<file path="config.mk">
export PLATFORM = sky130hd
export DESIGN_NAME = osl_lock
export DESIGN_NICKNAME = d
export VERILOG_FILES = /design/src/include/osl_pkg.sv /design/src/design/osl_bank.sv /design/src/design/osl_lock.sv
export VERILOG_INCLUDE_DIRS = /design/src /design/src/include
export SDC_FILE = /design/constraint.sdc
export NUM_CORES = 2
export LEC_CHECK = 0
export BUFFER_PORTS_ARGS = -buffer_cell sky130_fd_sc_hd__clkbuf_2
export CAP_MARGIN = 10
export CORE_UTILIZATION = 48
export CTS_BUF_LIST = sky130_fd_sc_hd__clkbuf_8
export DETAILED_ROUTE_END_ITERATION = 16
export SKIP_LAST_GASP = 1
export SYNTH_ARGS = -nofsm -noshare
export SYNTH_HDL_FRONTEND = slang
export SYNTH_HIERARCHICAL = 1
export SYNTH_SLANG_ARGS = --single-unit
</file>
<file path="constraint.sdc">
create_clock -name clk -period 6.4 [get_ports clk]
set_input_delay 0.32 -clock clk [delete_from_list [all_inputs] [get_ports clk]]
set_output_delay 0.32 -clock clk [all_outputs]
set_load 0.02 [all_outputs]
</file>
<file path="src/include/osl_defs.svh">
// Constants for the lock and state save/restore block
`ifndef OSL_DEFS_SVH
`define OSL_DEFS_SVH
// Register byte offsets on the debug APB
`define OSL_BANK_BASE 12'h000
`define OSL_KEY_OFF 12'h300
`define OSL_STAT_OFF 12'h304
`define OSL_SSR_OFF 12'h308
// Lock key
`define OSL_KEY 32'hc5acce55
// Status fields
`define OSL_ST_PRESENT 0
`define OSL_ST_LOCKED 1
`define OSL_ST_WIDE 2
// Sequence geometry
`define OSL_SEQ_LEN 5'h16
`define OSL_PTR_START 5'h00
`define OSL_PTR_FIRST 5'h01
`define OSL_PTR_END 5'h17
`define OSL_PTR_STEP 5'h01
// Bank indexes in sequence order (index = position - 1)
`define OSL_IDX_BVR0 5'h0f
`define OSL_IDX_DEBUG_STATUS_CONTROL 5'h11
// Status/control: bits software may write, and flag bits a restore may load
`define OSL_DEBUG_STATUS_CONTROL_WMASK 32'h0000c000
`define OSL_DEBUG_STATUS_CONTROL_RMASK 32'h6c000000
`define OSL_FULL_MASK 32'hffffffff
`define OSL_ZERO 32'h00000000
`endif

</file>
<file path="src/include/osl_pkg.sv">
// Types shared by the lock and save/restore block
package osl_pkg;
    // One write into the debug register bank
    typedef struct packed {
        logic en;
        logic restore;
        logic [4:0] idx;
        logic [31:0] data;
    } osl_wr_t;
    // One APB access as seen in its access phase
    typedef struct packed {
        logic write;
        logic [11:0] addr;
        logic [31:0] wdata;
    } osl_apb_t;
    // Decoded target of an access
    typedef enum logic [2:0] {
        OSL_T_BANK = 3'b000,
        OSL_T_KEY = 3'b001,
        OSL_T_STAT = 3'b010,
        OSL_T_SSR = 3'b011,
        OSL_T_NONE = 3'b100
    } osl_tgt_t;
endpackage

</file>
<file path="src/design/osl_bank.sv">
// Core power domain debug register bank, indexed in save/restore order
`timescale 1ns/100ps
`default_nettype none
module osl_bank
    import osl_pkg::*;
(
    // Clock and reset
    input wire logic clk,
    input wire logic reset,
    // Write request
    input wire osl_wr_t wr,
    // Read port
    input wire logic [4:0] rd_idx,
    output logic [31:0] rd_data,
    // Live processor flags shown in status/control
    input wire logic [31:0] debug_status_control_flags
);
`include "osl_defs.svh"

    logic [31:0] mem_ff [0:21]; // Register storage
    logic [31:0] nxt_mem [0:21]; // Next storage
    logic [31:0] wmask; // Bits this write may change
    logic [31:0] dmask; // Status/control bits software owns

    // Restore also loads the transfer-mode and status pairs
    always_comb begin
        dmask = `OSL_DEBUG_STATUS_CONTROL_WMASK | (wr.restore ? `OSL_DEBUG_STATUS_CONTROL_RMASK : `OSL_ZERO);
        wmask = (wr.idx == `OSL_IDX_DEBUG_STATUS_CONTROL) ? dmask : `OSL_FULL_MASK;
        for (int i = 0; i < 22; i++) begin
            nxt_mem[i] = mem_ff[i];
        end
        if (wr.en && wr.idx < `OSL_SEQ_LEN) begin
            nxt_mem[wr.idx] = (mem_ff[wr.idx] & ~wmask) | (wr.data & wmask);
        end
    end

    // Storage registers, cleared on reset
    always_ff @(posedge clk) begin
        for (int i = 0; i < 22; i++) begin
            if (reset) begin
                mem_ff[i] <= `OSL_ZERO;
            end else begin
                mem_ff[i] <= nxt_mem[i];
            end
        end
    end

    // Read-only flags of status/control show live state, not the saved copy
    always_comb begin
        if (rd_idx >= `OSL_SEQ_LEN) begin
            rd_data = `OSL_ZERO;
        end else if (rd_idx == `OSL_IDX_DEBUG_STATUS_CONTROL) begin
            rd_data = (mem_ff[rd_idx] & (`OSL_DEBUG_STATUS_CONTROL_WMASK | `OSL_DEBUG_STATUS_CONTROL_RMASK))
                | (debug_status_control_flags & ~(`OSL_DEBUG_STATUS_CONTROL_WMASK | `OSL_DEBUG_STATUS_CONTROL_RMASK));
        end else begin
            rd_data = mem_ff[rd_idx];
        end
    end
endmodule
`default_nettype wire

</file>
<file path="src/design/osl_lock.sv">
// Debug lock, lock status and state save/restore port on the debug APB
`timescale 1ns/100ps
`default_nettype none
module osl_lock
    import osl_pkg::*;
(
    // Clock and reset
    input wire logic clk,
    input wire logic reset,
    // Lock strap pin
    input wire logic lock_init_strap,
    // Debug APB slave
    input wire logic psel,
    input wire logic penable,
    input wire logic pwrite,
    input wire logic [11:0] paddr,
    input wire logic [31:0] pwdata,
    output logic [31:0] prdata,
    output logic pready,
    output logic pslverr,
    // Processor side
    input wire logic [31:0] debug_status_control_flags,
    output logic lock_set
);
`include "osl_defs.svh"

    logic strap_meta_ff; // First synchroniser stage
    logic strap_sync_ff; // Second synchroniser stage
    logic lock_ff; // Lock state
    logic nxt_lock;
    logic [4:0] ptr_ff; // Sequence pointer, 0 = length not read yet
    logic [4:0] nxt_ptr;
    logic [31:0] prdata_ff;
    logic [31:0] nxt_prdata;
    logic pready_ff;
    logic nxt_pready;
    logic pslverr_ff;
    logic nxt_pslverr;
    osl_apb_t req; // Current access
    osl_tgt_t tgt; // Decoded target
    osl_wr_t wr; // Write into the bank
    logic [4:0] rd_idx; // Bank read index
    logic [31:0] rd_data; // Bank read data
    logic act; // Access commits this cycle
    logic [31:0] status; // Lock status word

    // Strap comes from a pin, so it is synchronised before use
    always_ff @(posedge clk) begin
        strap_meta_ff <= lock_init_strap;
        strap_sync_ff <= strap_meta_ff;
    end

    // Address decode; bank words sit at their index times four
    always_comb begin
        req.write = pwrite;
        req.addr = paddr;
        req.wdata = pwdata;
        act = psel && penable && !pready_ff;
        if (req.addr == `OSL_KEY_OFF) begin
            tgt = OSL_T_KEY;
        end else if (req.addr == `OSL_STAT_OFF) begin
            tgt = OSL_T_STAT;
        end else if (req.addr == `OSL_SSR_OFF) begin
            tgt = OSL_T_SSR;
        end else if (req.addr[1:0] == 2'h0 && req.addr[11:2] < {5'h00, `OSL_SEQ_LEN}) begin
            tgt = OSL_T_BANK;
        end else begin
            tgt = OSL_T_NONE;
        end
    end

    // Status word: present, lock, zero for wide-access bit and above
    always_comb begin
        status = `OSL_ZERO;
        status[`OSL_ST_PRESENT] = 1'b1;
        status[`OSL_ST_LOCKED] = lock_ff;
        status[`OSL_ST_WIDE] = 1'b0;
    end

    // Bank is indexed in save order: WCR1,WCR0,WVR1,WVR0,BCR5..0,BVR5..0,
    // then TRANSMIT_DATA_TRANSFER,DEBUG_STATUS_CONTROL,RECEIVE_DATA_TRANSFER,STATE_CACHE_CONTROL,VECTOR_CATCH,FAULT_ADDRESS_CAPTURE, so the pointer maps directly
    always_comb begin
        if (tgt == OSL_T_SSR) begin
            rd_idx = ptr_ff - `OSL_PTR_FIRST;
        end else begin
            rd_idx = req.addr[6:2];
        end
        wr.en = 1'b0;
        wr.restore = 1'b0;
        wr.idx = rd_idx;
        wr.data = req.wdata;
        if (act && req.write) begin
            if (tgt == OSL_T_BANK && !lock_ff) begin
                wr.en = 1'b1;
            end else if (tgt == OSL_T_SSR && ptr_ff != `OSL_PTR_START
                && ptr_ff != `OSL_PTR_END) begin
                wr.en = 1'b1;
                wr.restore = 1'b1;
            end
        end
    end

    // Access phase: one wait state, then response with data and error
    always_comb begin
        nxt_lock = lock_ff;
        nxt_ptr = ptr_ff;
        nxt_prdata = `OSL_ZERO;
        nxt_pready = act;
        nxt_pslverr = 1'b0;
        if (act) begin
            case (tgt)
                OSL_T_KEY: begin
                    if (req.write) begin
                        if (req.wdata == `OSL_KEY) begin
                            nxt_lock = 1'b1;
                            nxt_ptr = `OSL_PTR_START;
                        end else begin
                            nxt_lock = 1'b0;
                        end
                    end
                end
                OSL_T_STAT: begin
                    if (!req.write) begin
                        nxt_prdata = status;
                    end
                end
                OSL_T_SSR: begin
                    // A write before the length read is ignored
                    if (ptr_ff == `OSL_PTR_START) begin
                        if (!req.write) begin
                            nxt_prdata = {27'h0000000, `OSL_SEQ_LEN};
                            nxt_ptr = `OSL_PTR_FIRST;
                        end
                    end else if (ptr_ff != `OSL_PTR_END) begin
                        if (!req.write) begin
                            nxt_prdata = rd_data;
                        end
                        nxt_ptr = ptr_ff + `OSL_PTR_STEP;
                    end
                end
                OSL_T_BANK: begin
                    if (lock_ff) begin
                        nxt_pslverr = 1'b1;
                    end else if (!req.write) begin
                        nxt_prdata = rd_data;
                    end
                end
                default: begin
                    nxt_pslverr = 1'b1;
                end
            endcase
        end
    end

    // Registers; lock comes from the synchronised strap on reset
    always_ff @(posedge clk) begin
        if (reset) begin
            lock_ff <= strap_sync_ff;
            ptr_ff <= `OSL_PTR_START;
            prdata_ff <= `OSL_ZERO;
            pready_ff <= 1'b0;
            pslverr_ff <= 1'b0;
        end else begin
            lock_ff <= nxt_lock;
            ptr_ff <= nxt_ptr;
            prdata_ff <= nxt_prdata;
            pready_ff <= nxt_pready;
            pslverr_ff <= nxt_pslverr;
        end
    end

    // Register bank of core-domain debug registers
    osl_bank u_bank (
        .clk(clk),
        .reset(reset),
        .wr(wr),
        .rd_idx(rd_idx),
        .rd_data(rd_data),
        .debug_status_control_flags(debug_status_control_flags)
    );

    // Outputs straight from flip-flops
    assign prdata = prdata_ff;
    assign pready = pready_ff;
    assign pslverr = pslverr_ff;
    assign lock_set = lock_ff;
endmodule
`default_nettype wire

</file>
==> qor.csv <==
stage,metric,value,unit
worst_setup_path,rr_worst_depth,9,
worst_setup_path,worstSetupEndpointType,flop,
layout,fin_nets,3868,
sta,hold_viol_final,0,
worst_setup_path,r2r-end,u_bank/mem_ff[14][2],
route,ant_nets,0,
cts,cts_tree,done,
pwr,power_frac_comb,5.5,%
placed_design,port_buffers,110,
sta,relSlewSlack,15.7,%
placed_design,hpwl,66500,um
sta,worst_slack,1700,ps
cts,cts_root_buf,clkbuf_8,
worst_setup_path,crit_required,7090,ps
worst_setup_path,cp-start-kind,input pin,
pwr,netSwitchingFraction,24.8,%
pwr,p_seq_share,48.9,%
route,wirelength,107000,um
sta,fin_crit,4700,ps
layout,register_area,14900,um^2
route,drt-vias-per-instance,5.95,
route,wl_per_cell,22.6,um
floorplan,core_area,66300,um^2
placed_design,dp_slack,1420,ps
pwr,netSwitchingPower,2360,uW
placed_design,place_congestion,0.839,
worst_setup_path,reg2reg_from,ptr_ff[0],
route,vias,28300,
cts,clkLatencyLatePin,800,ps
yosys,ys_seq_area_share,46.1,%
layout,finalInstanceArea,36200,um^2
worst_hold_path,hold_depth,4,
cts,clock-sinks,746,
sta,period_share,73.5,%
cts,cts_buffers,130,
route,drt_iter0_drc,2683,
floorplan,row_count,94,
job,cap_violations,0,
worst_setup_path,ff2ff_setup_slack,2090,ps
sta,worst_pin_slew,1260,ps
sta,rsz0062_at_grt,false,
yosys,synth-edff-count,1,
pwr,clkPwrFrac,45.5,%
pwr,cellPowerDensity,262,nW/um^2
yosys,synthCells,3799,
pwr,leakagePower,0.0126,uW
yosys,synth_cell_types,68,
layout,final_core_util,54.6,%
global_route,overflow,0,
pwr,p_int,7140,uW
floorplan,start_util,48.9,%
cts,clk_pin_slew,50,ps
yosys,synth_area,32400,um^2
floorplan,fp.dieW,262,um
global_route,gr-usage-all-layers,31.0,%
layout,multi_input_area,16000,um^2
sta,clock_skew,39.6,ps
layout,fillCellCount,6108,
layout,fin_cells,4750,
yosys,yosys_warnings,6,
worst_setup_path,worstSetupPathType,in -> reg,
cts,htreeDepth,4,
sta,setup_violations,0,
cts,cts_buffer_depth,3,
layout,area_growth,11.7,%
floorplan,die_h,262,um
worst_setup_path,crit_arrival,5390,ps
yosys,synth-main-ff-cell,dfxtp_1,
yosys,synth_nets,3883,
worst_hold_path,hold_path_end,prdata[25],
yosys,avgSynthCellArea,8.53,um^2
pwr,ir_drop,179,uV
yosys,ys_seq_elements,746,
floorplan,pin_count,117,
yosys,async_flop_share,0,%
floorplan,die-area,68600,um^2
worst_hold_path,hold_class,in -> reg,
route,drcViolationCount,0,
global_route,grt_max_degree,243,
worst_setup_path,critical_path.max_fanout,105,
layout,drive_above_1_share,15.0,%
placed_design,placedCellCount,4493,
placed_design,place_area,33400,um^2
sta,fmax,0.213,GHz
outcome,status,completed,
worst_hold_path,holdCritStartpoint,debug_status_control_flags[25],
sta,slew_violations,0,
global_route,grt_pass1_wl,161000,um
global_route,grt_pass1_vias,27600,
sta,tns,0,ps
global_route,grt_antenna_before_repair,4,
route,drt-pass1-iter-count,8,
==> cells in the final DEF, fill, tap and decap left out, types with 5 or more instances in the layout <==
cell type	instances
inv_1	56
mux2_2	46
a31oi_1	15
nor2b_1	50
mux2i_1	153
clkinvlp_4	9
and2_1	17
o221ai_1	31
nand2b_1	8
dfxtp_1	745
o31ai_1	5
clkbuf_8	165
o22ai_1	16
and3_1	25
nor2_4	16
nor3_2	7
nor2_1	417
nor4bb_1	9
nand4_1	8
o21ai_0	53
buf_4	95
nand3_1	28
clkbuf_2	109
o22a_1	7
nand2_1	824
a221oi_1	15
a211oi_1	225
a22oi_1	17
or3_1	15
dlygate4sd3_1	23
a21oi_1	510
mux4_2	90
==> state kept, by name (all words and copies together) (netlist names) <==
name and flops:
lock_set 1, prdata 32, pready 1, pslverr 1
ptr_ff 5, strap_meta_ff 1, strap_sync_ff 1, u_bank/mem_ff 704
==> power by group through the flow <==
stage / registers [uW] / logic [uW] / clock network [uW]
finish: 4650 / 527 / 4330
global route: 4650 / 551 / 4620
CTS: 4650 / 518 / 4400
detailed placement: 4750 / 506 / 0
global placement: 4750 / 498 / 0
floorplan: 4750 / 332 / 0
==> layer usage <==
metal	track usage (%)	vias to the layer above	share of wire, %	wire (um)
met5	0	-	0.012	13
met2	48.9	1225	46	49100
met3	6.12	233	8.4	8990
met4	15.1	2	3.8	4050
met1	40.8	13700	42	45200
li1	-	13100	-	-
==> metrics by stage <==
stage	hold WS, ps	total power [uW]
after global placement	315	5250
final	66.3	9500
after global routing	73.1	9820
after CTS	3.51	9570
after detailed placement	318	5260
after floorplan	310	5080
==> critical path: stages <==
cell and delay [ps]:
dlygate4sd3_1 540, clkbuf_2 200, and2b_4 230, nand4_1 560, inv_1 210, a21boi_4 700
buf_12 580, nand2b_1 450, nor2_4 840, buf_4 420, nor2_1 70, a211oi_1 200
==> layout make-up <==
| type | count | share of cell area [%] |
|---|---|---|
| Tap cell | 864 | 2.98 |
| Antenna cell | 4 | 0.0276 |
| Clock inverter | 65 | 0.909 |
| Multi-Input combinational cell | 2666 | 44.1 |
| Sequential cell | 746 | 41.3 |
| Clock buffer | 165 | 6.27 |
| Inverter | 8 | 0.0829 |
| Timing Repair Buffer | 232 | 4.37 |
==> synth_stat cells (3+ instances only) <==
master / number / area (um^2)
dfxtp_1: 745 / 14900
and2_1: 17 / 106
and3_1: 25 / 156
o21ai_0: 53 / 265
mux2_2: 46 / 518
mux4_2: 90 / 2030
nand2_1: 826 / 3100
buf_4: 15 / 113
o22ai_1: 16 / 100
o211ai_1: 4 / 30.0
mux2i_1: 153 / 1530
nor2b_1: 50 / 313
a21oi_1: 510 / 2550
nand4_1: 8 / 50.1
nand3_1: 29 / 145
nor3_1: 8 / 40.0
buf_6: 7 / 78.8
a221oi_1: 15 / 131
inv_1: 7 / 26.3
a31oi_1: 15 / 93.8
clkbuf_1: 214 / 803
o221ai_1: 31 / 272
a211oi_1: 225 / 1690
o31ai_2: 4 / 50.1
buf_1: 26 / 97.6
and3_2: 4 / 30.0
nor2_1: 432 / 1620
and4b_1: 4 / 40.0
o22a_1: 7 / 61.3
nor4bb_1: 9 / 90.1
o31ai_1: 5 / 37.5
a22oi_1: 17 / 128
o21bai_1: 3 / 22.5
nand2b_1: 8 / 50.1
or3_1: 15 / 93.8
buf_2: 115 / 576
==> how the worst max path moves through the flow <==
stage | from | end | slack, ps | cells after the start
floorplan | paddr[11] | prdata[0] | 3000 | 13
global placement | paddr[11] | u_bank/mem_ff[14][2] | 1520 | 11
detailed placement | paddr[11] | u_bank/mem_ff[14][2] | 1420 | 11
CTS | paddr[2] | u_bank/mem_ff[14][2] | 1760 | 12
global route | paddr[2] | u_bank/mem_ff[20][16] | 1460 | 10
finish | paddr[2] | u_bank/mem_ff[14][2] | 1700 | 12
==> logic make-up (layout without fill, tap and decap cells) <==
logic type,after synthesis,in the layout,synth area share [%]
compound gates,915,915,17.2
xor+xnor,2,2,0.0541
fa+ha+maj,2,2,0.0772
buf+inv,387,470,5.27
flops,746,746,46.1
mux,289,289,12.6
other cells,0,4,0
simple gates,1458,1458,18.7
==> what timing repair did <==
action | 4_1_cts | 5_1_grt
buffers inserted | 0 | 0
resized for setup | 0 | 0
hold buffers | 23 | 0
hold endpoints to repair | 36 | 0
Power figures use the tool's default switching activity.
